===== src/dps_pkg.sv =====
`default_nettype none
package dps_pkg;

  // ********************************************************
  // timing
  // ********************************************************
  localparam int unsigned CLK_FREQ_KHZ = 25000;
  localparam int unsigned FUNC_DELAY_MS = 1;
  localparam int unsigned FUNC_DELAY_CYC = FUNC_DELAY_MS * CLK_FREQ_KHZ;
  localparam int unsigned SW_FREQ_HI_KHZ = 2100;
  localparam int unsigned SW_FREQ_LO_KHZ = 420;
  // longest period rounds down to whole cycles
  localparam int unsigned SW_HI_CYC = CLK_FREQ_KHZ / SW_FREQ_HI_KHZ;
  localparam int unsigned SW_LO_CYC = CLK_FREQ_KHZ / SW_FREQ_LO_KHZ;

  // ********************************************************
  // register map (byte addresses)
  // ********************************************************
  localparam logic [4:0] REG_CTRL_OFS = 5'h00;
  localparam logic [4:0] CONFIG_OFS = 5'h04;
  localparam logic [4:0] AVDD_SET_OFS = 5'h08;
  localparam logic [4:0] VGON_SET_OFS = 5'h0C;
  localparam logic [4:0] VGOFF_SET_OFS = 5'h10;
  localparam logic [4:0] SECOND_FAULT_REG_OFS = 5'h14;
  localparam logic [4:0] STATUS_OFS = 5'h18;

  localparam int unsigned CTRL_START_BIT = 0;
  localparam int unsigned CTRL_COMMIT_BIT = 1;
  localparam int unsigned CFG_FSW_BIT = 0;
  localparam int unsigned CFG_SS_BIT = 1;
  localparam int unsigned CFG_DBL_BIT = 2;
  localparam int unsigned CFG_SEQ_LSB = 4;
  localparam int unsigned FLT2_OOR_BIT = 0;
  localparam int unsigned STAT_STATE_LSB = 0;
  localparam int unsigned STAT_SERIAL_BIT = 2;
  localparam int unsigned STAT_RO_BIT = 3;
  localparam int unsigned STAT_PIN_BIT = 4;
  localparam int unsigned STAT_ADDR_LSB = 8;

  // ********************************************************
  // reset and default values
  // ********************************************************
  localparam logic [5:0] AVDD_DEF = 6'h14;
  localparam logic [5:0] VGON_DEF = 6'h20;
  localparam logic [5:0] VGOFF_DEF = 6'h18;
  localparam logic [2:0] SEQ_DEF = 3'h2;
  localparam logic [6:0] RO_SERIAL_ADDR = 7'h29;
  // arbitrary value, address of the writable mode
  localparam logic [6:0] RW_SERIAL_ADDR = 7'h2A;

  // ********************************************************
  // types
  // ********************************************************
  typedef enum logic [1:0] {
    ST_OFF = 2'h0,
    ST_CORE = 2'h1,
    ST_READY = 2'h3,
    ST_ON = 2'h2
  } dps_state_t;

  typedef enum logic [1:0] {
    STRAP_LOW = 2'h0,
    STRAP_FLOAT = 2'h1,
    STRAP_CORE = 2'h2
  } dps_strap_t;

endpackage
`default_nettype wire


===== src/dps_sw_clk.sv =====
`timescale 1ns/10ps
`default_nettype none
module dps_sw_clk (
  input wire logic i_clock,
  input wire logic i_sys_rst,
  input wire logic i_run,
  input wire logic i_freq_low,
  input wire logic i_ss_en,
  output logic o_sw_tick
);
  import dps_pkg::*;

  logic [6:0] cnt_q;
  logic [1:0] dith_q;
  logic dith_dn_q;
  logic [6:0] period;

  // dither stretches the period by 0..3 cycles in a triangle
  always_comb begin
    period = i_freq_low ? 7'(SW_LO_CYC) : 7'(SW_HI_CYC);
    if (i_ss_en) begin
      period = period + {5'h00, dith_q};
    end
  end

  always_ff @(posedge i_clock or posedge i_sys_rst) begin
    if (i_sys_rst) begin
      cnt_q <= 7'h00;
      o_sw_tick <= 1'b0;
    end else if (!i_run) begin
      cnt_q <= 7'h00;
      o_sw_tick <= 1'b0;
    end else if (cnt_q >= period - 7'h01) begin
      cnt_q <= 7'h00;
      o_sw_tick <= 1'b1;
    end else begin
      cnt_q <= cnt_q + 7'h01;
      o_sw_tick <= 1'b0;
    end
  end

  always_ff @(posedge i_clock or posedge i_sys_rst) begin
    if (i_sys_rst) begin
      dith_q <= 2'h0;
      dith_dn_q <= 1'b0;
    end else if (o_sw_tick) begin
      if (dith_dn_q) begin
        dith_q <= dith_q - 2'h1;
        dith_dn_q <= (dith_q != 2'h1);
      end else begin
        dith_q <= dith_q + 2'h1;
        dith_dn_q <= (dith_q == 2'h2);
      end
    end
  end

  // tick spacing helper
  logic [6:0] gap_q;
  always_ff @(posedge i_clock or posedge i_sys_rst) begin
    if (i_sys_rst) begin
      gap_q <= 7'h00;
    end else if (o_sw_tick) begin
      gap_q <= 7'h01;
    end else if (gap_q != 7'h7F) begin
      gap_q <= gap_q + 7'h01;
    end
  end

  // a period is only judged when run, rate and dither held still across it
  logic [2:0] mode_q;
  logic [6:0] calm_q;
  always_ff @(posedge i_clock or posedge i_sys_rst) begin
    if (i_sys_rst) begin
      mode_q <= 3'h0;
      calm_q <= 7'h00;
    end else begin
      mode_q <= {i_run, i_freq_low, i_ss_en};
      if (mode_q != {i_run, i_freq_low, i_ss_en}) begin
        calm_q <= 7'h00;
      end else if (calm_q != 7'h7F) begin
        calm_q <= calm_q + 7'h01;
      end
    end
  end
endmodule // dps_sw_clk
`default_nettype wire


===== src/dps_top.sv =====
`timescale 1ns/10ps
`default_nettype none
module dps_top #(
  parameter int unsigned P_FUNC_DELAY_CYC = dps_pkg::FUNC_DELAY_CYC
) (
  input wire logic i_clock,
  input wire logic i_sys_rst,
  input wire logic [4:0] i_avs_address,
  input wire logic i_avs_read,
  input wire logic i_avs_write,
  input wire logic [3:0] i_avs_byteenable,
  input wire logic [31:0] i_avs_writedata,
  output logic [31:0] o_avs_readdata,
  output logic o_avs_waitrequest,
  input wire logic i_enable,
  input wire logic i_vin_above_uvlo,
  input wire logic i_core_below_uvlo,
  input wire logic i_core_supply_out_of_range,
  input wire dps_pkg::dps_strap_t i_addr_strap,
  input wire logic i_variant_read_only,
  input wire logic i_nvm_programmed,
  input wire logic [5:0] i_nvm_avdd,
  input wire logic [5:0] i_nvm_vgon,
  input wire logic [5:0] i_nvm_vgoff,
  input wire logic [2:0] i_nvm_seq,
  input wire logic i_fault_out_n_in,
  output logic o_fault_out_n_o,
  output logic o_fault_out_n_oe,
  output logic o_core_reg_en,
  output logic o_functional,
  output logic o_outputs_on,
  output logic o_nvm_commit,
  output logic [5:0] o_avdd_level,
  output logic [5:0] o_negative_source_rail_level,
  output logic [5:0] o_vgon_level,
  output logic [5:0] o_vgoff_level,
  output logic [2:0] o_seq_select,
  output logic o_pump_doubler_select,
  output logic o_switch_freq_select,
  output logic o_spread_en,
  output logic o_sw_tick
);
  import dps_pkg::*;

  // ********************************************************
  // bus slave
  // ********************************************************
  logic ack_q;
  logic req;
  logic rd_acc;
  logic wr_acc;
  logic wr_ok;
  logic ro_mode_q;

  // one wait state: the answer stands at the second edge
  assign req = i_avs_read | i_avs_write;
  assign o_avs_waitrequest = req & ~ack_q;
  assign rd_acc = i_avs_read & ack_q;
  assign wr_acc = i_avs_write & ack_q & i_avs_byteenable[0];
  assign wr_ok = wr_acc & ~ro_mode_q;

  always_ff @(posedge i_clock or posedge i_sys_rst) begin
    if (i_sys_rst) begin
      ack_q <= 1'b0;
    end else begin
      ack_q <= req & ~ack_q;
    end
  end

  function automatic logic wr_hit(input logic [4:0] ofs);
    return wr_ok && (i_avs_address == ofs);
  endfunction

  // ********************************************************
  // power-up state machine
  // ********************************************************
  dps_state_t st_q;
  dps_state_t st_d;
  logic [15:0] dly_q;
  logic dly_done;
  logic power_ok;
  logic auto_start_q;
  logic start_req;

  assign power_ok = i_enable & i_vin_above_uvlo & ~i_core_below_uvlo;
  assign dly_done = (dly_q == 16'(P_FUNC_DELAY_CYC - 1));
  // start only counts while waiting in the ready state
  assign start_req = wr_hit(REG_CTRL_OFS)
    && i_avs_writedata[CTRL_START_BIT];

  always_comb begin
    st_d = st_q;
    case (st_q)
      ST_OFF: begin
        st_d = ST_CORE;
      end
      ST_CORE: begin
        if (dly_done) begin
          st_d = ST_READY;
        end
      end
      ST_READY: begin
        if (auto_start_q || start_req) begin
          st_d = ST_ON;
        end
      end
      ST_ON: begin
        st_d = ST_ON;
      end
      default: begin
        st_d = ST_OFF;
      end
    endcase
    if (!power_ok) begin
      st_d = ST_OFF;
    end
  end

  always_ff @(posedge i_clock or posedge i_sys_rst) begin
    if (i_sys_rst) begin
      st_q <= ST_OFF;
    end else begin
      st_q <= st_d;
    end
  end

  always_ff @(posedge i_clock or posedge i_sys_rst) begin
    if (i_sys_rst) begin
      dly_q <= 16'h0000;
    end else if (st_q != ST_CORE) begin
      dly_q <= 16'h0000;
    end else if (!dly_done) begin
      dly_q <= dly_q + 16'h0001;
    end
  end

  // strap and variant are caught when the core supply comes up
  always_ff @(posedge i_clock or posedge i_sys_rst) begin
    if (i_sys_rst) begin
      auto_start_q <= 1'b0;
      ro_mode_q <= 1'b0;
    end else if (st_q == ST_OFF && power_ok) begin
      auto_start_q <= i_variant_read_only
        || (i_addr_strap == STRAP_FLOAT);
      ro_mode_q <= i_variant_read_only
        && (i_addr_strap == STRAP_CORE);
    end
  end

  // ********************************************************
  // settings
  // ********************************************************
  logic load_now;
  logic [5:0] avdd_q;
  logic [5:0] vgon_q;
  logic [5:0] vgoff_q;
  logic [2:0] seq_q;
  logic fsw_q;
  logic ss_q;
  logic dbl_q;

  assign load_now = (st_q == ST_CORE) && (st_d == ST_READY);

  always_ff @(posedge i_clock or posedge i_sys_rst) begin
    if (i_sys_rst) begin
      avdd_q <= AVDD_DEF;
      vgon_q <= VGON_DEF;
      vgoff_q <= VGOFF_DEF;
      seq_q <= SEQ_DEF;
    end else if (load_now) begin
      avdd_q <= i_nvm_programmed ? i_nvm_avdd : AVDD_DEF;
      vgon_q <= i_nvm_programmed ? i_nvm_vgon : VGON_DEF;
      vgoff_q <= i_nvm_programmed ? i_nvm_vgoff : VGOFF_DEF;
      seq_q <= i_nvm_programmed ? i_nvm_seq : SEQ_DEF;
    end else begin
      if (wr_hit(AVDD_SET_OFS)) begin
        avdd_q <= i_avs_writedata[5:0];
      end
      if (wr_hit(VGON_SET_OFS)) begin
        vgon_q <= i_avs_writedata[5:0];
      end
      if (wr_hit(VGOFF_SET_OFS)) begin
        vgoff_q <= i_avs_writedata[5:0];
      end
      if (wr_hit(CONFIG_OFS)) begin
        seq_q <= i_avs_writedata[CFG_SEQ_LSB +: 3];
      end
    end
  end

  always_ff @(posedge i_clock or posedge i_sys_rst) begin
    if (i_sys_rst) begin
      fsw_q <= 1'b0;
      ss_q <= 1'b0;
      dbl_q <= 1'b0;
    end else if (wr_hit(CONFIG_OFS)) begin
      fsw_q <= i_avs_writedata[CFG_FSW_BIT];
      ss_q <= i_avs_writedata[CFG_SS_BIT];
      dbl_q <= i_avs_writedata[CFG_DBL_BIT];
    end
  end

  // commit pulse lets the memory controller burn the live settings
  always_ff @(posedge i_clock or posedge i_sys_rst) begin
    if (i_sys_rst) begin
      o_nvm_commit <= 1'b0;
    end else begin
      o_nvm_commit <= wr_hit(REG_CTRL_OFS)
        && i_avs_writedata[CTRL_COMMIT_BIT];
    end
  end

  // ********************************************************
  // fault flag and pin
  // ********************************************************
  logic oor_q;
  logic flt_clr;

  assign flt_clr = rd_acc && (i_avs_address == SECOND_FAULT_REG_OFS);

  // a new event wins over the clear-on-read
  always_ff @(posedge i_clock or posedge i_sys_rst) begin
    if (i_sys_rst) begin
      oor_q <= 1'b0;
    end else if (i_core_supply_out_of_range) begin
      oor_q <= 1'b1;
    end else if (flt_clr) begin
      oor_q <= 1'b0;
    end
  end

  // stand-alone mode leaves the pin released
  assign o_fault_out_n_o = 1'b0;
  assign o_fault_out_n_oe = oor_q && !auto_start_q
    && (st_q != ST_OFF);

  // ********************************************************
  // read data
  // ********************************************************
  logic [31:0] rd_mux;

  always_comb begin
    rd_mux = 32'h0000_0000;
    case (i_avs_address)
      REG_CTRL_OFS: rd_mux[CTRL_START_BIT] = (st_q == ST_ON);
      CONFIG_OFS: begin
        rd_mux[CFG_FSW_BIT] = fsw_q;
        rd_mux[CFG_SS_BIT] = ss_q;
        rd_mux[CFG_DBL_BIT] = dbl_q;
        rd_mux[CFG_SEQ_LSB +: 3] = seq_q;
      end
      AVDD_SET_OFS: rd_mux[5:0] = avdd_q;
      VGON_SET_OFS: rd_mux[5:0] = vgon_q;
      VGOFF_SET_OFS: rd_mux[5:0] = vgoff_q;
      SECOND_FAULT_REG_OFS: rd_mux[FLT2_OOR_BIT] = oor_q;
      STATUS_OFS: begin
        rd_mux[STAT_STATE_LSB +: 2] = st_q;
        rd_mux[STAT_SERIAL_BIT] = !auto_start_q;
        rd_mux[STAT_RO_BIT] = ro_mode_q;
        rd_mux[STAT_PIN_BIT] = i_fault_out_n_in;
        rd_mux[STAT_ADDR_LSB +: 7] = ro_mode_q ? RO_SERIAL_ADDR
          : RW_SERIAL_ADDR;
      end
      default: rd_mux = 32'h0000_0000;
    endcase
  end

  always_ff @(posedge i_clock or posedge i_sys_rst) begin
    if (i_sys_rst) begin
      o_avs_readdata <= 32'h0000_0000;
    end else if (i_avs_read && !ack_q) begin
      o_avs_readdata <= rd_mux;
    end
  end

  // ********************************************************
  // outputs
  // ********************************************************
  assign o_core_reg_en = (st_q != ST_OFF);
  assign o_functional = (st_q == ST_READY) || (st_q == ST_ON);
  assign o_outputs_on = (st_q == ST_ON);
  assign o_avdd_level = avdd_q;
  assign o_negative_source_rail_level = avdd_q;
  assign o_vgon_level = vgon_q;
  assign o_vgoff_level = vgoff_q;
  assign o_seq_select = seq_q;
  assign o_pump_doubler_select = dbl_q;
  assign o_switch_freq_select = fsw_q;
  assign o_spread_en = ss_q;

  dps_sw_clk u_sw_clk (
    .i_clock(i_clock),
    .i_sys_rst(i_sys_rst),
    .i_run(o_outputs_on),
    .i_freq_low(fsw_q),
    .i_ss_en(ss_q),
    .o_sw_tick(o_sw_tick)
  );
endmodule // dps_top
`default_nettype wire


===== config.mk =====
export PLATFORM = sky130hd
export DESIGN_NAME = dps_top
export DESIGN_NICKNAME = d
export VERILOG_FILES = /design/src/dps_pkg.sv /design/src/dps_sw_clk.sv /design/src/dps_top.sv
export SDC_FILE = /design/constraint.sdc
export NUM_CORES = 1
export LEC_CHECK = 0
export BUFFER_PORTS_ARGS = -buffer_cell sky130_fd_sc_hd__buf_2
export CAP_MARGIN = 30
export CORE_UTILIZATION = 35
export CTS_BUF_LIST = sky130_fd_sc_hd__clkbuf_16
export DETAILED_ROUTE_END_ITERATION = 16
export HOLD_SLACK_MARGIN = 0.15
export MAX_ROUTING_LAYER = met4
export PLACE_DENSITY = 0.69
export SLEW_MARGIN = 40
export SYNTH_ARGS = -nofsm -noshare
export SYNTH_HDL_FRONTEND = slang
export SYNTH_SLANG_ARGS = --single-unit

===== constraint.sdc =====
create_clock -name i_clock -period 3 [get_ports i_clock]
set_input_delay 0.3 -clock i_clock [delete_from_list [all_inputs] [get_ports i_clock]]
set_output_delay 0.3 -clock i_clock [all_outputs]
set_load 0.01 [all_outputs]

# After elaboration in Yosys (flattened, before gate mapping)
# Cells that the tools add are included.
[classes]
n_addsub = 6
muxes = 36
n_bitwise = 11
n_reduce_logical = 27
n_lt_le_gt_ge = 1
eq_ne = 17
[ops]
columns = ["cell", "n"]
rows = [
  ["6-bit two-way mux", 11],
  ["16-bit two-way mux", 2],
  ["7-bit two-way mux", 3],
  ["16-bit by 1-bit adder with 16-bit output, second input constant", 1],
  ["16-bit by 15-bit equality test with 1-bit output, second input constant", 1],
  ["5-bit equality test, second input constant", 3],
  ["1-bit logical AND", 14],
  ["2-bit nonzero test", 6],
  ["2-bit equality test, second input constant", 5],
  ["5-bit by 4-bit equality test with 1-bit output, second input constant", 2],
  ["2-bit two-way mux", 5],
  ["2-bit case mux with 5 select lines", 1],
  ["3-bit two-way mux", 3],
  ["1-bit case mux with 4 select lines", 2],
  ["2-bit case mux with 4 select lines", 1],
  ["7-bit by 1-bit adder with 7-bit output, second input constant", 1],
  ["7-bit by 2-bit adder with 7-bit output", 1],
  ["1-bit bitwise AND", 7],
  ["7-bit greater-or-equal comparator", 1],
  ["1-bit case mux with 7 select lines", 1],
  ["7-bit by 1-bit subtractor with 7-bit output, second input constant", 1],
  ["1-bit two-way mux", 6],
  ["2-bit by 1-bit != test with 1-bit output, second input constant", 3],
  ["5-bit by 3-bit equality test with 1-bit output, second input constant", 1],
  ["10 further kinds", 16],
]
[totals]
in_bits = 75
word_cells = 117
register_bits = 72

# Logic depth before layout (Yosys ltp)
# Gate-level depths: netlist of the first run.
[logic_depth]
word_depth = 12
ltp_mapped = 9
mapped_depth_nobuf = 9

# Hierarchy
# A second synthesis of the first run with hierarchy kept.
[hier_totals]
cells_unflattened = 405
area_unflattened_um2 = 3913.8
[by_module_without_submodules]
columns = ["module", "area_each_um2", "instances", "cells_each"]
rows = [
  ["dps_top", 3215.6, 1, 339],
  ["dps_sw_clk", 698.2, 1, 66],
]

# Least setup slack after synthesis of the first run
# Ideal clock, no wire load.
[synth_timing]
path_kind = "register -> register"
start = "register u_sw_clk.dith_q[0]"
end = "register u_sw_clk.o_sw_tick"
n_path_buf = 0
t_required_ns = 2.881
stages_incl_launch_ff = 10
synth_period_minus_slack_ns = 2.146
path_slack_ns = 0.854
setup_ns = 0.119
arrival_time_ns = 2.027
cell_sequence = "dfrtp_1 -> inv_1 -> ha_1 -> xor2_1 -> and2_1 -> ha_1 -> a21o_1 -> a21oi_1 -> o21ai_1 -> and2_1"
[synth_via]
elab_chain_len = 6
[synth_rtl]
columns = ["element", "line", "source"]
rows = [
  ["start: declaration", "dps_sw_clk.sv:14", "logic [1:0] dith_q;"],
  ["start signal: assignment", "dps_sw_clk.sv:48", "dith_q <= dith_q - 2'h1;"],
  ["start signal: assignment", "dps_sw_clk.sv:51", "dith_q <= dith_q + 2'h1;"],
  ["7-bit by 2-bit adder with 7-bit output", "dps_sw_clk.sv:22", "period = period + {5'h00, dith_q};"],
  ["7-bit two-way mux", "dps_sw_clk.sv:21", "if (i_ss_en) begin"],
  ["7-bit by 1-bit subtractor with 7-bit output", "dps_sw_clk.sv:33", "end else if (cnt_q >= period - 7'h01) begin"],
  ["7-bit greater-or-equal comparator", "dps_sw_clk.sv:33", ""],
  ["1-bit two-way mux", "dps_sw_clk.sv:33", ""],
  ["1-bit two-way mux", "dps_sw_clk.sv:30", "end else if (!i_run) begin"],
  ["end signal: assignment", "dps_sw_clk.sv:29", "o_sw_tick <= 1'b0;"],
  ["end signal: assignment", "dps_sw_clk.sv:32", "o_sw_tick <= 1'b0;"],
  ["end signal: assignment", "dps_sw_clk.sv:35", "o_sw_tick <= 1'b1;"],
  ["end: declaration", "dps_sw_clk.sv:9", "output logic o_sw_tick"],
]
# Every way passes these cells.
# A chain may end at the register's enable or synchronous reset.

# Worst setup path after layout of the first run
[layout_timing]
start = "register dly_q[10]"
end = "register avdd_q[4] (netlist: o_avdd_level[4])"
[layout_via]
elab_chain_len = 7
word_cells_on_any_way = 8
cone_classes = "2 x eq/ne; 4 x mux; 2 x reduce/logical"
[layout_rtl]
columns = ["element", "line", "source"]
rows = [
  ["start: declaration", "dps_top.sv:79", "logic [15:0] dly_q;"],
  ["start signal: assignment", "dps_top.sv:133", "dly_q <= dly_q + 16'h0001;"],
  ["16-bit by 15-bit equality test with 1-bit output (*)", "dps_top.sv:86", "assign dly_done = (dly_q == 16'(P_FUNC_DELAY_CYC - 1));"],
  ["2-bit two-way mux (*)", "dps_top.sv:98", "if (dly_done) begin"],
  ["2-bit case mux with 4 select lines (*)", "dps_top.sv:93", "case (st_q)"],
  ["2-bit two-way mux (*)", "dps_top.sv:114", "if (!power_ok) begin"],
  ["2-bit equality test (*)", "dps_top.sv:162", "assign load_now = (st_q == ST_CORE) && (st_d == ST_READY);"],
  ["1-bit logical AND (*)", "dps_top.sv:162", ""],
  ["6-bit two-way mux / 2-bit nonzero test (equally long branches)", "--", ""],
  ["end signal: assignment", "dps_top.sv:171", "avdd_q <= i_nvm_programmed ? i_nvm_avdd : AVDD_DEF;"],
  ["end signal: assignment", "dps_top.sv:177", "avdd_q <= i_avs_writedata[5:0];"],
  ["end: declaration", "dps_top.sv:154", "logic [5:0] avdd_q;"],
]
# Every way passes the cells marked *; elsewhere a longest branch is shown, timed or not.

==> metrics.yaml, run 1 <==
run_status:
  status: "finished clean"
finish:
  instances_no_fill: 631
  layout-drive-gt1-share_pct: 27.5
  final_nets: 572
  areaGrowthSynthToFinish_pct: 19.2
  antenna_cells: 0
  utilization_pct: 42.9
setup_path:
  crit_slowest_cell: "or4_4"
  crit_type: "reg -> reg"
  path_max_fanout: 42
  cp_num_buf_inv: 0
  worstSetupStartpointType: "flop"
  r2r-start: "dly_q[10]"
  cp_data_required_time_ns: 3.24
  endpoint_kind: "flop"
  cp_cell_sequence: "or4_4, nor4_4, nand2_4, nor3b_1, a21oi_1"
  crit_path_max_incr_delay_ns: 0.56
  path_delay_family: "simple AND/OR/NAND/NOR gates"
  arrival_ns: 2.64
  startpoint: "dly_q[10]"
detailed_routing:
  routedWlPerCell_um: 15.1
  dr.pass1.iters: 4
  wl_um: 9560
  ant_nets: 0
  via_count: 3190
  drt_iter0_drc: 138
  drt-vias-per-instance: 5.06
  drcViolationCount: 0
floorplanning:
  start_util_pct: 36.0
  rows: 38
  die_w_um: 108
  io_pins: 145
  die_h_um: 108
  die-area_sq_um: 11600
  fp.coreArea_sq_um: 10900
yosys:
  syn_inst: 404
  ys_ff_latch: 68
  synth_common_cells: "dfrtp_1 (62), a21oi_1 (46), buf_4 (29), mux2i_1 (29), nor2_1 (29)"
  ys.flop_type: "dfrtp_1"
  synth_area_sq_um: 3920
  ys_seq_area_share_pct: 43.7
  yosysTopAreaCellShare_pct: 39.6
  ys_types: 56
  yosys.area.top_type: "dfrtp_1"
  synth-async-reset-ratio_pct: 100
  yosysMostFrequentCell: "dfrtp_1"
  yosysWarningCount: 0
  syn_avg_cell_area_sq_um: 9.69
  synth_edf_count: 0
  synth_area_leaders: "dfrtp_1 (40%), mux2i_1 (7.4%), a21oi_1 (5.9%)"
sta:
  slew_headroom_pct: 45.8
  fmaxAchievable_mhz: 417
  rsz0062_at_grt: "no"
  final_hold_viol_count: 0
  worst_pin_slew_ns: 0.808
  fin_tns_setup_ns: 0
  worst_slack_ns: 0.601
  setup_violations: 0
  period_needed_ns: 2.40
  hold_ws_ns: 0.163
  finalCritPeriodShare_pct: 80.0
  finClkSkew_ns: 0.00701
  slew_violations: 0
cts:
  clock-root-buffer: "clkbuf_16"
  cts.sinks: 68
  clkLatencyLatePin_ns: 0.33
  clockBufferDepth: 2
  cts_tree: "yes"
  h-tree-depth: 3
  cts_buffers: 9
  clkTransAtPathRegs_ns: 0.06
  cts.repair.resized: 0
global_routing:
  antenna_found_initial: 0
  grt_pass1_vias: 3067
  grt_usage_pct: 17.5
  gr-total-overflow: 0
  grt_pass1_wl_um: 15200
  grt_max_degree: 43
power:
  power_frac_seq_pct: 43.7
  p_int_w: 0.00169
  switching_share_pct: 25.8
  power_frac_comb_pct: 10.7
  pwr-share-clk_pct: 45.6
  p_leak_nw: 2.22
  peakVddDrop_uv: 229
  powerDensity_nw_per_um2: 490
  switching_power_w: 0.000590
hold_path:
  min_path_type: "in -> reg"
  hp-start: "i_addr_strap[0]"
run:
  maxCapViolations: 0
place:
  placed_cells: 614
  gp_congestion: 0.834
  io_buffers: 94
  dp_slack_ns: 0.599
  dp_hpwl_um: 7050
worst reg2reg max path, stage by stage, from the launching register on:
cell,delay [ns]
dfrtp_1,0.42
or4_4,0.56
nor4_4,0.55
nand2_4,0.39
nor3b_1,0.32
a21oi_1,0.06
cell usage in the layout (no fill, tap or decap), types with 4 or more instances in the layout:
master / n
a21oi_1: 46
nor2_1: 29
xor2_1: 11
ha_1: 11
o21ai_0: 10
buf_2: 94
dfrtp_1: 62
clkbuf_16: 9
mux2i_1: 29
nand3_1: 11
nand2b_1: 7
buf_4: 4
conb_1: 22
nand2_1: 21
inv_1: 15
and3_1: 5
dfstp_2: 6
a211oi_1: 4
xnor2_1: 9
nor3_1: 14
and2_1: 4
or3_1: 4
nor3b_2: 4
power by group through the flow:
| stage | Sequential (W) | Clock, W | Combinational [W] |
|---|---|---|---|
| 6_report | 0.000999 | 0.00104 | 0.000244 |
| 3_3_place_gp | 0.00101 | 0 | 0.000240 |
| 3_5_place_dp | 0.00101 | 0 | 0.000244 |
| 4_1_cts | 0.000998 | 0.00106 | 0.000246 |
| 5_1_grt | 0.00100 | 0.00109 | 0.000272 |
| 2_1_floorplan | 0.00102 | 0 | 0.000155 |
path summary, 6_finish.rpt:
check                                    endpoint  slack (ns)  depth (start not counted)
worst max-delay path              o_avdd_level[4]        0.60                          5
worst min-delay path                    ro_mode_q        0.16                          2
worst max register to register    o_avdd_level[4]        0.60                          5
worst min register to register  o_avs_readdata[1]        0.48                          2
max in group asynchronous        o_vgoff_level[4]        1.87                          4
min in group asynchronous               dly_q[13]        0.42                          3
registers in the layout, indices dropped and copies added (netlist names), 2 cells and up:
register	flops
o_seq_select	3
u_sw_clk.dith_q	2
o_vgon_level	6
dly_q	16
o_avdd_level	6
o_vgoff_level	6
st_q	2
o_avs_readdata	10
u_sw_clk.cnt_q	7
logic make-up (layout without fill, tap and decap cells):
| kind of cell | after synthesis | in the layout | share of synthesized area, % |
|---|---|---|---|
| compound gates | 79 | 79 | 11.8 |
| xor+xnor | 20 | 20 | 4.47 |
| fa+ha+maj | 11 | 11 | 3.52 |
| buf+inv | 64 | 130 | 9.20 |
| flops | 68 | 68 | 43.7 |
| mux | 31 | 31 | 7.99 |
| other cells | 1 | 22 | 0.0958 |
| simple gates | 130 | 130 | 19.3 |
per-layer routing:
layer | global-route usage [%] | part of all wire [%] | vias up
li1 | - | - | 1525
met1 | 23.1 | 47 | 1547
met2 | 27.1 | 46 | 108
met3 | 4.00 | 5.8 | 10
met4 | 4.99 | 1.2 | 0
met5 | - | 0 | -
stage by stage:
step / total power, W / cell area, sq um
final: 0.00229 / 4670
after global routing: 0.00237 / 4670
after CTS: 0.00230 / 4670
after detailed placement: 0.00126 / 4370
after global placement: 0.00125 / 4370
after floorplan: 0.00117 / 3990
final cells by class:
cell class              count  area (sq um)
multi-input cells         293          1920
inverters                  15          56.3
repair buffers             99           510
flip-flops and latches     68          1710
clock buffers               9           225
fillers                  1059          6220
well taps                 140           175
clock inverters             7          67.6
timing repair:
action / CTS / global route
hold buffers: 1 / 0
buffers inserted: 0 / 0
endpoints found under the hold margin: 8 / 0
endpoints found under the setup margin: 0 / 0
No activity file was read; power rests on OpenSTA's default activity.
==> run 2: changes to the inputs <==
--- a/config.mk
+++ b/config.mk
@@ -5,6 +5,7 @@
 export SDC_FILE = /design/constraint.sdc
 export NUM_CORES = 1
 export LEC_CHECK = 0
+export ABC_AREA = 1
 export BUFFER_PORTS_ARGS = -buffer_cell sky130_fd_sc_hd__buf_2
 export CAP_MARGIN = 30
 export CORE_UTILIZATION = 35
@@ -12,7 +13,7 @@
 export DETAILED_ROUTE_END_ITERATION = 16
 export HOLD_SLACK_MARGIN = 0.15
 export MAX_ROUTING_LAYER = met4
-export PLACE_DENSITY = 0.69
+export PLACE_DENSITY = 0.71
 export SLEW_MARGIN = 40
 export SYNTH_ARGS = -nofsm -noshare
 export SYNTH_HDL_FRONTEND = slang
==> constraint.sdc (replaced) <==
create_clock -name i_clock -period 2 [get_ports i_clock]
set_input_delay 0.2 -clock i_clock [delete_from_list [all_inputs] [get_ports i_clock]]
set_output_delay 0.2 -clock i_clock [all_outputs]
set_load 0.01 [all_outputs]
==> run 2 against run 1 <==
Compared with the run above:
- cell count increased by 29%
- die area increased by 4.0%
- design area increased by 14%
- via count increased by 21%
- first-iteration DRC count increased by 110%
- critical path depth increased by 9
- sequential share of layout area decreased by 4.5 points
- clock-buffer cell count unchanged
- setup slack got worse by 0.54 ns
- critical path type unchanged
==> metrics.yaml, run 2 <==
finish:
  areaGrowthSynthToFinish_pct: 30.7  # was 19.2%
  instances_no_fill: 812  # was 631
  final_area_sq_um: 5330  # was 4670 sq um
  final_common_cell: "nand2_1"  # was buf_2
  largest_reg_flops: 16  # unchanged
  utilization_pct: 46.8  # was 42.9%
  layout-drive-gt1-share_pct: 26.9  # was 27.5%
  antenna_cells: 0  # unchanged
  regMostFlops: "dly_q"  # unchanged
  layout_common_cells: "nand2_1 (127), buf_2 (94), nor2_1 (67)"  # was buf_2 (94), dfrtp_1 (62), a21oi_1 (46)
  final_nets: 750  # was 572
  top_regs: "dly_q: 16 flops, o_avs_readdata: 10 flops, u_sw_clk.cnt_q: 7 flops"  # unchanged
setup_path:
  r2r-start: "u_sw_clk.dith_q[1]"  # was dly_q[10]
  arrival_ns: 2.22  # was 2.64 ns
  path_max_fanout: 8  # was 42
  worstSetupStartpointType: "flop"  # unchanged
  worstReg2RegEnd: "u_sw_clk.o_sw_tick"  # was o_avdd_level[4]
  crit_type: "reg -> reg"  # unchanged
  ff2ff_path_depth: 14  # was 5
  endpoint_kind: "flop"  # unchanged
  cp_data_required_time_ns: 2.28  # was 3.24 ns
  startpoint: "u_sw_clk.dith_q[1]"  # was dly_q[10]
  reg2reg_slack_ns: 0.06  # was 0.60 ns
  crit_slowest_cell: "dfrtp_1"  # was or4_4
  cp_cell_sequence: "inv_2, ha_4, buf_6, nand2_1, nand2_1, nand2_1, inv_2, ha_4, nand2_1, o21ai_1, nand4_1, nand3_4, nand2_2, inv_1"  # was or4_4, nor4_4, nand2_4, nor3b_1, a21oi_1
  cpMostUsedCell: "nand2_1"
  crit_path_max_incr_delay_ns: 0.39  # was 0.56 ns
sta:
  slew_violations: 0  # unchanged
  worst_slack_ns: 0.0621  # was 0.601 ns
  final_hold_viol_count: 0  # unchanged
  fmaxAchievable_mhz: 516  # was 417 MHz
  finalCritPeriodShare_pct: 96.9  # was 80.0%
  rsz0062_at_grt: "yes"  # was no
  setup_violations: 0  # unchanged
  finClkSkew_ns: 0.00523  # was 0.00701 ns
  worst_pin_slew_ns: 0.527  # was 0.808 ns
  slew_headroom_pct: 64.8  # was 45.8%
  hold_ws_ns: 0.153  # was 0.163 ns
  period_needed_ns: 1.94  # was 2.40 ns
detailed_routing:
  ant_nets: 0  # unchanged
  routedWlPerCell_um: 13.6  # was 15.1 um
  drt_iter0_drc: 296  # was 138
  drcViolationCount: 0  # unchanged
  wl_um: 11100  # was 9560 um
  dr.pass1.iters: 4  # unchanged
  drt-vias-per-instance: 4.75  # was 5.06
  via_count: 3857  # was 3190
power:
  powerDensity_nw_per_um2: 732  # was 490 nW/um^2
  switching_power_w: 0.000937  # was 0.000590 W
  power_frac_comb_pct: 10.7  # about the same
  p_int_w: 0.00296  # was 0.00169 W
  switching_share_pct: 24.0  # was 25.8%
  pwr-share-clk_pct: 50.1  # was 45.6%
  power_frac_seq_pct: 39.2  # was 43.7%
  peakVddDrop_uv: 518  # was 229 uV
  p_leak_nw: 2.85  # was 2.22 nW
cts:
  cts_tree: "yes"  # unchanged
  clkLatencyLatePin_ns: 0.34  # was 0.33 ns
  clkTransAtPathRegs_ns: 0.06  # about the same
  cts_buffers: 9  # unchanged
  clockBufferDepth: 2  # unchanged
  h-tree-depth: 3  # unchanged
  clock-root-buffer: "clkbuf_16"  # unchanged
  cts.sinks: 68  # unchanged
hold_path:
  hp-start: "i_nvm_vgoff[4]"  # was i_addr_strap[0]
  min_path_type: "in -> reg"  # unchanged
  hold_end: "o_vgoff_level[4]"  # was ro_mode_q
  min_path_cells: 5  # was 2
global_routing:
  gr-total-overflow: 0  # unchanged
  grt_usage_pct: 20.1  # was 17.5%
  grt_max_degree: 28  # was 43
  grt_pass1_vias: 3605  # was 3067
  grt_pass1_wl_um: 17700  # was 15200 um
  antenna_found_initial: 0  # unchanged
place:
  placed_cells: 774  # was 614
  io_buffers: 94  # unchanged
  dp_hpwl_um: 8280  # was 7050 um
  dp_slack_ns: -0.0527  # was 0.599 ns
  gp_congestion: 0.885  # was 0.834
  placed_area_sq_um: 4660  # was 4370 sq um
run_status:
  status: "finished clean"  # unchanged
yosys:
  ys_seq_area_share_pct: 42.0  # was 43.7%
  syn_avg_cell_area_sq_um: 7.57  # was 9.69 sq um
  synth_edf_count: 0  # unchanged
  synth_area_leaders: "dfrtp_1 (38%), nand2_1 (12%), nor2_1 (6.4%)"  # was dfrtp_1 (40%), mux2i_1 (7.4%), a21oi_1 (5.9%)
  ys_types: 39  # was 56
  synth-async-reset-ratio_pct: 100  # unchanged
  synth_common_cells: "nand2_1 (130), nor2_1 (70), dfrtp_1 (62), inv_1 (51), nand3_1 (47)"  # was dfrtp_1 (62), a21oi_1 (46), buf_4 (29), mux2i_1 (29), nor2_1 (29)
  syn_inst: 538  # was 404
  ys.flop_type: "dfrtp_1"  # unchanged
  yosys.area.top_type: "dfrtp_1"  # unchanged
  ys_ff_latch: 68  # unchanged
  synth_area_sq_um: 4070  # was 3920 sq um
  yosysWarningCount: 0  # unchanged
  yosysMostFrequentCell: "nand2_1"  # was dfrtp_1
  yosysTopAreaCellShare_pct: 38.1  # was 39.6%
run:
  maxCapViolations: 0  # unchanged
floorplanning:
  rows: 39  # was 38
  start_util_pct: 35.8  # was 36.0%
  die_h_um: 110  # was 108 um
  fp.coreArea_sq_um: 11400  # was 10900 sq um
  die_w_um: 110  # was 108 um
  io_pins: 145  # unchanged
  die-area_sq_um: 12100  # was 11600 sq um
[run 2: worst max path at each step]
stage,endpoint,depth (start not counted)
3_5_place_dp,u_sw_clk.o_sw_tick,12
3_3_place_gp,u_sw_clk.o_sw_tick,12
2_1_floorplan,u_sw_clk.o_sw_tick,13
6_report,u_sw_clk.o_sw_tick,14
4_1_cts,u_sw_clk.o_sw_tick,13
5_1_grt,u_sw_clk.o_sw_tick,14
[run 2: metal layers]
| metal | vias to the layer above | part of all wire (%) | GRT usage, % |
|---|---|---|---|
| li1 | 1937 | - | - |
| met1 | 1760 | 47 | 26.8 |
| met2 | 134 | 45 | 29.6 |
| met3 | 26 | 5.5 | 3.26 |
| met4 | 0 | 3.0 | 9.90 |
| met5 | - | 0 | - |
[run 2: kinds of logic after synthesis]
| family | Yosys count | synth area share [%] |
|---|---|---|
| AO/OA/AOI/OAI | 69 | 9.00 |
| buffers and inverters | 93 | 11.9 |
| other | 1 | 0.0920 |
| flip-flops | 68 | 42.0 |
| XOR/XNOR | 6 | 1.29 |
| AND/OR/NAND/NOR | 290 | 32.4 |
| adder cells (fa/ha/maj) | 11 | 3.38 |
[run 2: through the flow]
stage	setup TNS (ns)	total power, W
CTS	0	0.00391
global route	-0.220	0.00404
global placement	-0.00856	0.00193
floorplan	0	0.00177
detailed placement	-0.123	0.00193
finish	0	0.00390
[run 2: worst max-delay path: cells and delay by family (launching register included)]
kind,cells,cell delay (ns)
and+or+nand+nor,7,0.58
DFF,1,0.39
buffers and inverters,4,0.30
AOI/OAI and AO/OA,1,0.14
adders and majority gates,2,0.46
[run 2: power by group through the flow]
stage | Clock [W] | Combinational [W] | Sequential, W
6_report | 0.00195 | 0.000416 | 0.00153
5_1_grt | 0.00204 | 0.000471 | 0.00153
4_1_cts | 0.00197 | 0.000416 | 0.00152
3_5_place_dp | 0 | 0.000385 | 0.00155
3_3_place_gp | 0 | 0.000382 | 0.00155
2_1_floorplan | 0 | 0.000217 | 0.00155
[run 2: final cells by class]
cell class / instances / area (sq um)
clock buffers: 9 / 225
clock inverters: 7 / 140
fillers: 1115 / 6040
inverters: 55 / 208
multi-input cells: 398 / 2030
flip-flops and latches: 68 / 1710
well taps: 143 / 179
repair buffers: 132 / 830
[run 2: timing repair]
item | CTS | global route
setup endpoints to repair | 8 | 13
setup buffers | 0 | 4
hold endpoints to repair | 35 | 0
pin swaps | 2 | 10
hold buffers | 18 | 0
resized for setup | 6 | 14
